$ cat src/common/mds_pkg.sv
// shared constants and types for the moisture detect switch control ends
package mds_pkg;
    // register word size and addresses on the link
    localparam int ADDR_W = 4;
    localparam int DATA_W = 8;
    localparam logic [ADDR_W-1:0] OFS_CONTROL = 4'h0;
    localparam logic [ADDR_W-1:0] OFS_STATUS = 4'h1;
    localparam logic [ADDR_W-1:0] OFS_MOIST_LOC = 4'h2;
    localparam logic [ADDR_W-1:0] OFS_INTERRUPT = 4'h3;
    localparam logic [ADDR_W-1:0] OFS_SWITCH = 4'h4;
    // control register fields
    localparam int CTL_CC_EN = 0;
    localparam int CTL_SBU_EN = 1;
    localparam int CTL_AUTO_DRY = 2;
    localparam int CTL_SM_RESET = 3;
    localparam logic [DATA_W-1:0] CTL_ENABLES = 8'h03;
    // status register fields
    localparam int STS_IDLE = 0;
    localparam int STS_CC_SEARCH = 1;
    localparam int STS_SBU_SEARCH = 2;
    localparam int STS_DRY_SEARCH = 3;
    localparam int STS_HALTED = 4;
    // moisture location fields
    localparam int LOC_CC1 = 0;
    localparam int LOC_CC2 = 1;
    localparam int LOC_SBU1 = 2;
    localparam int LOC_SBU2 = 3;
    // interrupt register fields
    localparam int INT_TIMER = 0;
    localparam int INT_MOIST = 1;
    localparam int INT_DRY = 2;
    // switch readback fields
    localparam int SW_FM_SBU1 = 0;
    localparam int SW_SBU1 = 1;
    localparam int SW_SBU2 = 2;
    // reset values
    localparam logic [DATA_W-1:0] RST_CONTROL = 8'h00;
    localparam logic [DATA_W-1:0] RST_INTERRUPT = 8'h00;
    localparam logic [DATA_W-1:0] RST_MOIST_LOC = 8'h00;
    localparam logic [2:0] RST_SWITCH = 3'h0;

    // detection sequencer states
    typedef enum logic [2:0] {
        MDS_IDLE,
        MDS_CC_SEARCH,
        MDS_SBU_SEARCH,
        MDS_DRY_SEARCH,
        MDS_HALTED
    } mds_state_t;
endpackage : mds_pkg

$ cat src/common/mds_link_if.sv
// register link and open-drain interrupt line between host and device
`timescale 1ns/1ns
interface mds_link_if;
    logic [mds_pkg::ADDR_W-1:0] reg_addr;
    logic [mds_pkg::DATA_W-1:0] reg_wdata;
    logic reg_wr;
    logic reg_rd;
    logic [mds_pkg::DATA_W-1:0] reg_rdata;
    logic irq_o;
    logic irq_oe;
    logic irq_line;

    // external pull-up: line is high unless the device pulls it down
    assign irq_line = irq_oe ? irq_o : 1'b1;

    modport dev (
        input reg_addr, reg_wdata, reg_wr, reg_rd,
        output reg_rdata, irq_o, irq_oe
    );
    modport host (
        output reg_addr, reg_wdata, reg_wr, reg_rd,
        input reg_rdata, irq_line
    );
endinterface : mds_link_if

$ cat src/rtl/mds_device.sv
// moisture detect sequencer, register file and sideband switch defaults
`timescale 1ns/1ns
module mds_device (
    // clock and reset
    input wire logic CORE_CLK,
    input wire logic RST,
    // register link and interrupt line
    mds_link_if.dev LINK,
    // factory mode strap, high when left floating
    input wire logic FACTORY_MODE_STRAP,
    // analog front end results
    input wire logic CC_TOGGLE_TIMEOUT,
    input wire logic [1:0] CC_MOIST,
    input wire logic [1:0] SBU_MOIST,
    input wire logic DRY_DETECT,
    // sideband switch controls, high closes the path
    output logic SW_FM_SBU1,
    output logic SW_SBU1_HOST,
    output logic SW_SBU2_HOST,
    // detection comparators enable
    output logic CC_DET_ON,
    output logic SBU_DET_ON,
    output logic DRY_DET_ON
);
    typedef struct packed {
        mds_pkg::mds_state_t state;
        logic [mds_pkg::DATA_W-1:0] control;
        logic [mds_pkg::DATA_W-1:0] int_flags;
        logic [mds_pkg::DATA_W-1:0] moist_loc;
        logic [mds_pkg::DATA_W-1:0] rdata;
        logic [2:0] sw;
        logic strap_taken;
    } mds_dev_state_t;

    mds_dev_state_t st_r;
    mds_dev_state_t st_nxt;

    // status word built from the sequencer state
    function automatic logic [mds_pkg::DATA_W-1:0] status_word(mds_pkg::mds_state_t s);
        logic [mds_pkg::DATA_W-1:0] w;
        w = '0;
        case (s)
            mds_pkg::MDS_IDLE: w[mds_pkg::STS_IDLE] = 1'b1;
            mds_pkg::MDS_CC_SEARCH: w[mds_pkg::STS_CC_SEARCH] = 1'b1;
            mds_pkg::MDS_SBU_SEARCH: w[mds_pkg::STS_SBU_SEARCH] = 1'b1;
            mds_pkg::MDS_DRY_SEARCH: w[mds_pkg::STS_DRY_SEARCH] = 1'b1;
            mds_pkg::MDS_HALTED: w[mds_pkg::STS_HALTED] = 1'b1;
            default: w = '0;
        endcase
        return w;
    endfunction : status_word

    logic wr_ctl;
    logic rd_int;
    logic cc_en;
    logic sbu_en;
    logic auto_dry;
    logic moist_cc;
    logic moist_sbu;
    logic [mds_pkg::DATA_W-1:0] int_set;

    // register strobes decoded once
    assign wr_ctl = LINK.reg_wr && (LINK.reg_addr == mds_pkg::OFS_CONTROL);
    assign rd_int = LINK.reg_rd && (LINK.reg_addr == mds_pkg::OFS_INTERRUPT);
    assign cc_en = st_r.control[mds_pkg::CTL_CC_EN];
    assign sbu_en = st_r.control[mds_pkg::CTL_SBU_EN];
    assign auto_dry = st_r.control[mds_pkg::CTL_AUTO_DRY];
    assign moist_cc = |CC_MOIST;
    assign moist_sbu = |SBU_MOIST;

    // next state of the whole block
    always_comb begin
        st_nxt = st_r;
        int_set = '0;

        // strap is caught on the first clock after reset release
        if (!st_r.strap_taken) begin
            st_nxt.strap_taken = 1'b1;
            if (FACTORY_MODE_STRAP) begin
                st_nxt.sw = 3'b001;
            end else begin
                st_nxt.sw = 3'b110;
            end
        end

        // host writes of control; sm reset bit never stores
        if (wr_ctl) begin
            st_nxt.control = LINK.reg_wdata;
            st_nxt.control[mds_pkg::CTL_SM_RESET] = 1'b0;
        end

        // detection sequencer
        case (st_r.state)
            mds_pkg::MDS_IDLE: begin
                if (cc_en) begin
                    st_nxt.state = mds_pkg::MDS_CC_SEARCH;
                end else if (sbu_en) begin
                    st_nxt.state = mds_pkg::MDS_SBU_SEARCH;
                end
            end
            mds_pkg::MDS_CC_SEARCH: begin
                if (moist_cc) begin
                    st_nxt.moist_loc[mds_pkg::LOC_CC1] = CC_MOIST[0];
                    st_nxt.moist_loc[mds_pkg::LOC_CC2] = CC_MOIST[1];
                    int_set[mds_pkg::INT_MOIST] = 1'b1;
                    st_nxt.state = auto_dry ? mds_pkg::MDS_DRY_SEARCH
                                            : mds_pkg::MDS_HALTED;
                end else if (CC_TOGGLE_TIMEOUT) begin
                    int_set[mds_pkg::INT_TIMER] = 1'b1;
                    st_nxt.state = mds_pkg::MDS_SBU_SEARCH;
                end
            end
            mds_pkg::MDS_SBU_SEARCH: begin
                if (moist_sbu) begin
                    st_nxt.moist_loc[mds_pkg::LOC_SBU1] = SBU_MOIST[0];
                    st_nxt.moist_loc[mds_pkg::LOC_SBU2] = SBU_MOIST[1];
                    int_set[mds_pkg::INT_MOIST] = 1'b1;
                    st_nxt.state = auto_dry ? mds_pkg::MDS_DRY_SEARCH
                                            : mds_pkg::MDS_HALTED;
                end
            end
            mds_pkg::MDS_DRY_SEARCH: begin
                if (DRY_DETECT) begin
                    int_set[mds_pkg::INT_DRY] = 1'b1;
                    st_nxt.state = mds_pkg::MDS_HALTED;
                end
            end
            mds_pkg::MDS_HALTED: begin
                st_nxt.state = mds_pkg::MDS_HALTED;
            end
            default: st_nxt.state = mds_pkg::MDS_IDLE;
        endcase

        // dropping every enable stops the sequencer so a fresh enable restarts it
        if ((st_r.control & mds_pkg::CTL_ENABLES) == '0) begin
            st_nxt.state = mds_pkg::MDS_IDLE;
        end

        // sm reset wins over everything in the sequencer but its interrupt flags, and waits for a new enable
        if (wr_ctl && LINK.reg_wdata[mds_pkg::CTL_SM_RESET]) begin
            st_nxt.state = mds_pkg::MDS_IDLE;
            st_nxt.control[mds_pkg::CTL_CC_EN] = 1'b0;
            st_nxt.control[mds_pkg::CTL_SBU_EN] = 1'b0;
            st_nxt.moist_loc = mds_pkg::RST_MOIST_LOC;
        end

        // read clears the flags, but an event in the same cycle survives
        if (rd_int) begin
            st_nxt.int_flags = int_set;
        end else begin
            st_nxt.int_flags = st_r.int_flags | int_set;
        end

        // read data registered, valid the cycle after the strobe
        st_nxt.rdata = '0;
        if (LINK.reg_rd) begin
            case (LINK.reg_addr)
                mds_pkg::OFS_CONTROL: st_nxt.rdata = st_r.control;
                mds_pkg::OFS_STATUS: st_nxt.rdata = status_word(st_r.state);
                mds_pkg::OFS_MOIST_LOC: st_nxt.rdata = st_r.moist_loc;
                mds_pkg::OFS_INTERRUPT: st_nxt.rdata = st_r.int_flags;
                mds_pkg::OFS_SWITCH: st_nxt.rdata = {5'h00, st_r.sw};
                default: st_nxt.rdata = '0; // unmapped reads as zero
            endcase
        end
    end

    // single register bank for all state
    always_ff @(posedge CORE_CLK or posedge RST) begin
        if (RST) begin
            st_r.state <= mds_pkg::MDS_IDLE;
            st_r.control <= mds_pkg::RST_CONTROL;
            st_r.int_flags <= mds_pkg::RST_INTERRUPT;
            st_r.moist_loc <= mds_pkg::RST_MOIST_LOC;
            st_r.rdata <= '0;
            st_r.sw <= mds_pkg::RST_SWITCH; // all paths open until the strap is seen
            st_r.strap_taken <= 1'b0;
        end else begin
            st_r <= st_nxt;
        end
    end

    // open drain: only ever drives low, pull-up gives the high level
    assign LINK.irq_o = 1'b0;
    assign LINK.irq_oe = |st_r.int_flags;
    assign LINK.reg_rdata = st_r.rdata;

    // switch and comparator drives
    assign SW_FM_SBU1 = st_r.sw[mds_pkg::SW_FM_SBU1];
    assign SW_SBU1_HOST = st_r.sw[mds_pkg::SW_SBU1];
    assign SW_SBU2_HOST = st_r.sw[mds_pkg::SW_SBU2];
    assign CC_DET_ON = (st_r.state == mds_pkg::MDS_CC_SEARCH);
    assign SBU_DET_ON = (st_r.state == mds_pkg::MDS_SBU_SEARCH);
    assign DRY_DET_ON = (st_r.state == mds_pkg::MDS_DRY_SEARCH);
endmodule : mds_device

$ cat src/flat_wrapper.sv
// flat-port wrapper written by rule: the top's interface ports become plain ports
module mds_device_flat 
  (CORE_CLK, RST, FACTORY_MODE_STRAP, CC_TOGGLE_TIMEOUT, CC_MOIST, SBU_MOIST, DRY_DETECT, SW_FM_SBU1, SW_SBU1_HOST, SW_SBU2_HOST, CC_DET_ON, SBU_DET_ON, DRY_DET_ON, LINK_reg_addr, LINK_reg_wdata, LINK_reg_wr, LINK_reg_rd, LINK_reg_rdata, LINK_irq_o, LINK_irq_oe);
  mds_link_if LINK_i ();
  input wire logic CORE_CLK;
  input wire logic RST;
  input wire logic FACTORY_MODE_STRAP;
  input wire logic CC_TOGGLE_TIMEOUT;
  input wire logic [1:0] CC_MOIST;
  input wire logic [1:0] SBU_MOIST;
  input wire logic DRY_DETECT;
  output logic SW_FM_SBU1;
  output logic SW_SBU1_HOST;
  output logic SW_SBU2_HOST;
  output logic CC_DET_ON;
  output logic SBU_DET_ON;
  output logic DRY_DET_ON;
  input wire logic [$bits(LINK_i.reg_addr)-1:0] LINK_reg_addr;
  input wire logic [$bits(LINK_i.reg_wdata)-1:0] LINK_reg_wdata;
  input wire logic [$bits(LINK_i.reg_wr)-1:0] LINK_reg_wr;
  input wire logic [$bits(LINK_i.reg_rd)-1:0] LINK_reg_rd;
  output wire logic [$bits(LINK_i.reg_rdata)-1:0] LINK_reg_rdata;
  output wire logic [$bits(LINK_i.irq_o)-1:0] LINK_irq_o;
  output wire logic [$bits(LINK_i.irq_oe)-1:0] LINK_irq_oe;
  assign LINK_i.reg_addr = LINK_reg_addr;
  assign LINK_i.reg_wdata = LINK_reg_wdata;
  assign LINK_i.reg_wr = LINK_reg_wr;
  assign LINK_i.reg_rd = LINK_reg_rd;
  assign LINK_reg_rdata = LINK_i.reg_rdata;
  assign LINK_irq_o = LINK_i.irq_o;
  assign LINK_irq_oe = LINK_i.irq_oe;
  mds_device u_core (.CORE_CLK(CORE_CLK), .RST(RST), .LINK(LINK_i), .FACTORY_MODE_STRAP(FACTORY_MODE_STRAP), .CC_TOGGLE_TIMEOUT(CC_TOGGLE_TIMEOUT), .CC_MOIST(CC_MOIST), .SBU_MOIST(SBU_MOIST), .DRY_DETECT(DRY_DETECT), .SW_FM_SBU1(SW_FM_SBU1), .SW_SBU1_HOST(SW_SBU1_HOST), .SW_SBU2_HOST(SW_SBU2_HOST), .CC_DET_ON(CC_DET_ON), .SBU_DET_ON(SBU_DET_ON), .DRY_DET_ON(DRY_DET_ON));
endmodule
$ cat config.mk
export PLATFORM = sky130hd
export DESIGN_NAME = mds_device_flat
export DESIGN_NICKNAME = d
export VERILOG_FILES = /design/src/common/mds_pkg.sv /design/src/common/mds_link_if.sv /design/src/rtl/mds_device.sv /design/src/flat_wrapper.sv
export SDC_FILE = /design/constraint.sdc
export NUM_CORES = 1
export LEC_CHECK = 0
export BUFFER_PORTS_ARGS = -buffer_cell sky130_fd_sc_hd__buf_2
export CORE_ASPECT_RATIO = 1.4
export CORE_MARGIN = 2
export CORE_UTILIZATION = 45
export CTS_BUF_LIST = sky130_fd_sc_hd__clkbuf_4 sky130_fd_sc_hd__clkbuf_8
export DETAILED_ROUTE_END_ITERATION = 6
export GPL_TIMING_DRIVEN = 0
export PLACE_DENSITY = 0.81
export SETUP_SLACK_MARGIN = 0.5
export SYNTH_ARGS = -nofsm -noshare
export SYNTH_HDL_FRONTEND = slang
export SYNTH_SLANG_ARGS = --single-unit
export TNS_END_PERCENT = 30
$ cat constraint.sdc
create_clock -name CORE_CLK -period 1.5 [get_ports CORE_CLK]
set_input_delay 0.225 -clock CORE_CLK [delete_from_list [all_inputs] [get_ports CORE_CLK]]
set_output_delay 0.225 -clock CORE_CLK [all_outputs]
set_load 0.01 [all_outputs]
# Yosys cells after proc, flatten, opt, wreduce, memory -nomap -nowiden
# Index checks and enable logic that the tools add are counted.
# classes
eq_ne,12
n_mux,34
bitwise,1
reduce_logical,17
# op_table
cell,n
$pmux W8 S5,1
$mux W3,10
$mux W8,2
$pmux W3 S5,1
$mux W1,12
$mux W2,6
$reduce_bool A2 Y1,5
$eq A4 B2 Y1 const B,2
$logic_not A8 Y1,1
$or A8 B3 Y8,1
$reduce_or A8 Y1,1
$eq A3 B2 Y1 const B,2
$ne A5 B1 Y1 const B,1
$ne A5 B2 Y1 const B,1
$eq A4 B1 Y1 const B,1
$eq A4 B3 Y1 const B,1
$logic_not A4 Y1,1
$mux W4,1
$ne A4 B1 Y1 const B,1
$ne A4 B2 Y1 const B,1
$reduce_and A2 Y1,2
$reduce_and A4 Y1,1
$reduce_or A2 Y1,2
$eq A3 B1 Y1 const B,1
4 further kinds,6
# totals
regBits,34
inputBits,23
output_inout_bits,16
elab_cells,73

# Depth between registers and ports, before layout
# logic_depth
ltp_word,5
ltp_mapped,6
ltp_nobuf,5

# Least setup slack after synthesis
# OpenSTA, ideal clock, no wires.
# synth_path
path_kind,reg-to-reg
from,register u_core.st_r[37] (netlist bit)
to,register u_core.st_r[36] (netlist bit)
setup_ns,0.123
arrival_time_ns,1.257
required_ns,1.377
path_slack_ns,0.120
path_stages_with_launch,6
path_buffers,0
synth_period_minus_slack_ns,1.380
cell_sequence,dfrtp_1 -> or3b_4 -> clkinv_2 -> nand2_2 -> o21a_1 -> mux2i_1
# synth_via
elab_chain_len,4
word_cells_on_any_way,13
classes_between,eq/ne (8); mux (3); reduce/logical (2)
# synth_lines
item,line_no,text
"start, declared",mds_device.sv:35,mds_dev_state_t st_r;
"start signal, assigned",mds_device.sv:179,st_r <= st_nxt;
$eq A3 B1 Y1 *,n/a,
net CC_DET_ON,flat_wrapper.sv:15,output logic CC_DET_ON;
$pmux W3 S5,mds_device.sv:93,case (st_r.state)
$mux W3,mds_device.sv:135,if ((st_r.control & mds_pkg::CTL_ENABLES) == '0) begin
$mux W3,mds_device.sv:140,if (wr_ctl && LINK.reg_wdata[mds_pkg::CTL_SM_RESET]) begin
# The timed path passes the listed nets; every way through them passes the cells marked *.
# A chain may end at the register's enable or synchronous reset.

==> impl_metrics.ini <==
[status]
run_status = complete, but fails checks
failing_checks = negative hold slack, negative setup slack

[synthesis]
synth.avg_cell_area_um2 = 10.38
ys.flop_type = sky130_fd_sc_hd__dfrtp_1
synth_cell_types = 50
yosys.area.top_type = sky130_fd_sc_hd__dfrtp_1
synth.yosys.warnings = 0
synth_fp_nets = 169
yosys_register_bits = 28
synth-async-reset-ratio_pct = 100.0
synth_enable_flop_cells = 0
synth-seq-area-share_pct = 46.24
synth_top_cells_by_area = sky130_fd_sc_hd__dfrtp_1, sky130_fd_sc_hd__buf_4, sky130_fd_sc_hd__mux2_4
post_synthesis_instance_area_mm2 = 0.001515
proportion_of_netlist_area_held_by_the_largest_area_contributor_pct = 46.24
synth_cells = 146
post-synth-top-count-cell = sky130_fd_sc_hd__dfrtp_1
netlist_top_cells_count = sky130_fd_sc_hd__dfrtp_1, sky130_fd_sc_hd__nand2_1, sky130_fd_sc_hd__buf_4, sky130_fd_sc_hd__a21oi_1, sky130_fd_sc_hd__nor2_1

[cts]
tritoncts.num_buffers = 3
insertion_delay_ns = 0.28
cts-root-to-sink-buffers = 2
cts.root.buffer_cell = sky130_fd_sc_hd__clkbuf_8
cts.clk_slew.worst_paths_ns = 0.10
cts_tree = done
htreeDepth = 1
clkSinkCount = 28
cts.hold.buffers_added = 0

[floorplan]
die_area_mm2 = 0.003854
floorplan.initialDensity_pct = 48.06
die_h_um = 72.66
fp.coreArea_mm2 = 0.003153
core.rowCount = 24
die_width_um = 53.04
ports = 39

[detailed_routing]
route.vias.total = 1370
viasPerCell = 5.569
drtIter0Drc = 58
wl_per_cell_um = 16.21
ant_nets = 0
detail_route.first_pass.iterations = 4
drt-total-wl_um = 3987
drcViolationCount = 0

[critical_path]
cp-end-kind = flip-flop
critical_path_buf_inv_count = 1
timing.critical_path.cells = or3b_4 > buf_4 > o211ai_1 > o211ai_1 > a21oi_1
critPathLaunchType = flip-flop
timing.critical_path.slowest_cell_delay_ns = 0.45
worst-endpoint-arrival_ns = 1.79
critical_path_depth = 5
cp_top_family = compound AO/OA/AOI/OAI gates
cp_slowest_cell = sky130_fd_sc_hd__dfrtp_1
critical_path.max_fanout = 3
crit_path_frequent_cell = sky130_fd_sc_hd__o211ai_1
path_class = reg -> reg
critical_path_required_ns = 1.71
worst-r2r-cell-count = 5

[finish]
finalNetCount = 231
finish.utilization_pct = 70.79
antennaDiodeCount = 0
area_growth_syn_to_layout_pct = 47.32
drive_above_1_share_pct = 52.17

[sta]
finalSetupViolations = 5
finalHoldWorstSlack_ns = -0.001689
worst_slack_ns = -0.07886
hold_viol_final = 5
worst_slew_slack_as_a_fraction_of_its_limit_pct = 60.33
period_share_pct = 105.3
worstMarginPinSlew_ns = 0.5938
rsz0062_at_grt = yes
finalClockSkew_ns = 0.004430
final_period_minus_worst_setup_slack_ns = 1.579
final-max-slew-violation-count = 0
max_clock_freq_mhz = 633.4

[power_and_ir_drop]
power.density_cell_area_mw_per_mm2 = 1198
vdd.ir_drop.worst_mv = 0.9321
power.leakage_nw = 1.101

[placed_design]
detailed_place_hpwl_um = 2487
io_buffer_count = 36
dpl_worst_slack_ns = 0.02883
routabilityCongestion = 0.9147

[global_route]
number_of_antenna_violations_at_the_first_check_in_global_routing = 0
grt_usage_pct = 21.38
grt_pass1_wl_um = 6120
grt.overflow.total = 0
grt_max_degree = 29
first_global_vias = 1320

[hold_path]
worstHoldPathType = in -> async

[flow_run]
maxCapViolCount = 0
layout make-up:
class,count,area (um2)
plain buffers,14,138.9
flip-flops and latches,28,703.2
well taps,39,48.80
multi-input cells,100,793.3
inverters,4,23.77
fillers,212,920.9
clock inverters,1,30.03
clock buffers,3,41.29
repair buffers,57,452.9
flip-flops by register name (all words and copies together) (netlist names):
register               count
u_core.SW_SBU1_HOST        1
u_core.st_r               15
u_core.cc_en               1
u_core.sbu_en              1
u_core.LINK.reg_rdata      8
u_core.auto_dry            1
u_core.SW_FM_SBU1          1
report_power, final:
part	internal (W)	switching, W	total, W
clock	0.000358	0.000242	0.000600
sequential	0.000907	0.000129	0.00104
combinational	0.000590	0.000449	0.00104
stage by stage:
step	power [W]	TNS, ns	instances	hold slack, ns	cell area (um2)
finish	0.002675	-0.2835	246	-0.001689	2232
global route	0.002813	-0.4945	246	0.02982	2232
CTS	0.002539	-0.1293	240	0.1260	2142
detailed placement	0.001634	0	221	0.4304	1748
global placement	0.001598	0	221	0.4101	1748
floorplan	0.001441	0	146	0.2904	1519
logic make-up after synthesis:
| logic type | share of synthesized area, % |
|---|---|
| muxes | 7.762 |
| buffers and inverters | 7.596 |
| other | 0.4956 |
| and+or+nand+nor | 23.78 |
| DFF | 46.24 |
| AOI/OAI and AO/OA | 14.12 |
final timing paths:
path	start	to	slack (ns)
min	RST	u_core.SW_SBU1_HOST$_DFFE_PP0N_	-0.002
min in group CORE_CLK	FACTORY_MODE_STRAP	u_core.SW_SBU1_HOST$_DFFE_PP0N_	0.13
min reg2reg	u_core.st_r[0]$_DFF_PP0_	u_core.SW_SBU1_HOST$_DFFE_PP0N_	0.51
max	u_core.st_r[36]$_DFFE_PP0P_	u_core.LINK.reg_rdata[1]$_DFF_PP0_	-0.08
max reg2reg	u_core.st_r[36]$_DFFE_PP0P_	u_core.LINK.reg_rdata[1]$_DFF_PP0_	-0.08
max in group asynchronous	RST	u_core.st_r[38]$_DFFE_PP0P_	1.13
per-layer routing:
layer	routed length, um	part of all wire (%)	GRT usage, %
met5	0	0	0
met4	81	2.0	7.692
met3	182	4.6	3.689
met2	2214	56	37.50
met1	1508	38	25.74
cells in the final DEF (no fill, tap or decap), types with 3 or more instances in the layout:
cell,count
sky130_fd_sc_hd__a21oi_1,5
sky130_fd_sc_hd__a21oi_2,3
sky130_fd_sc_hd__and3_1,3
sky130_fd_sc_hd__buf_2,23
sky130_fd_sc_hd__buf_4,14
sky130_fd_sc_hd__buf_6,31
sky130_fd_sc_hd__clkbuf_8,3
sky130_fd_sc_hd__dfrtp_1,26
sky130_fd_sc_hd__mux2_4,6
sky130_fd_sc_hd__nand2_1,6
sky130_fd_sc_hd__nand2_2,5
sky130_fd_sc_hd__nand2_4,6
sky130_fd_sc_hd__nand2b_1,3
sky130_fd_sc_hd__nand3b_1,6
sky130_fd_sc_hd__nor2_1,6
sky130_fd_sc_hd__nor2b_1,4
sky130_fd_sc_hd__nor3_1,3
sky130_fd_sc_hd__o211ai_1,4
sky130_fd_sc_hd__o21ai_1,6
repair_timing:
item                                    in CTS  in global routing
pin swaps                                   18                 10
endpoints found under the setup margin      35                 65
gates cloned                                 0                  1
buffers inserted                            15                  5
hold endpoints to repair                     0                  0
gates resized for setup                     60                 17
Note: power is estimated with default switching activity, not from simulation.
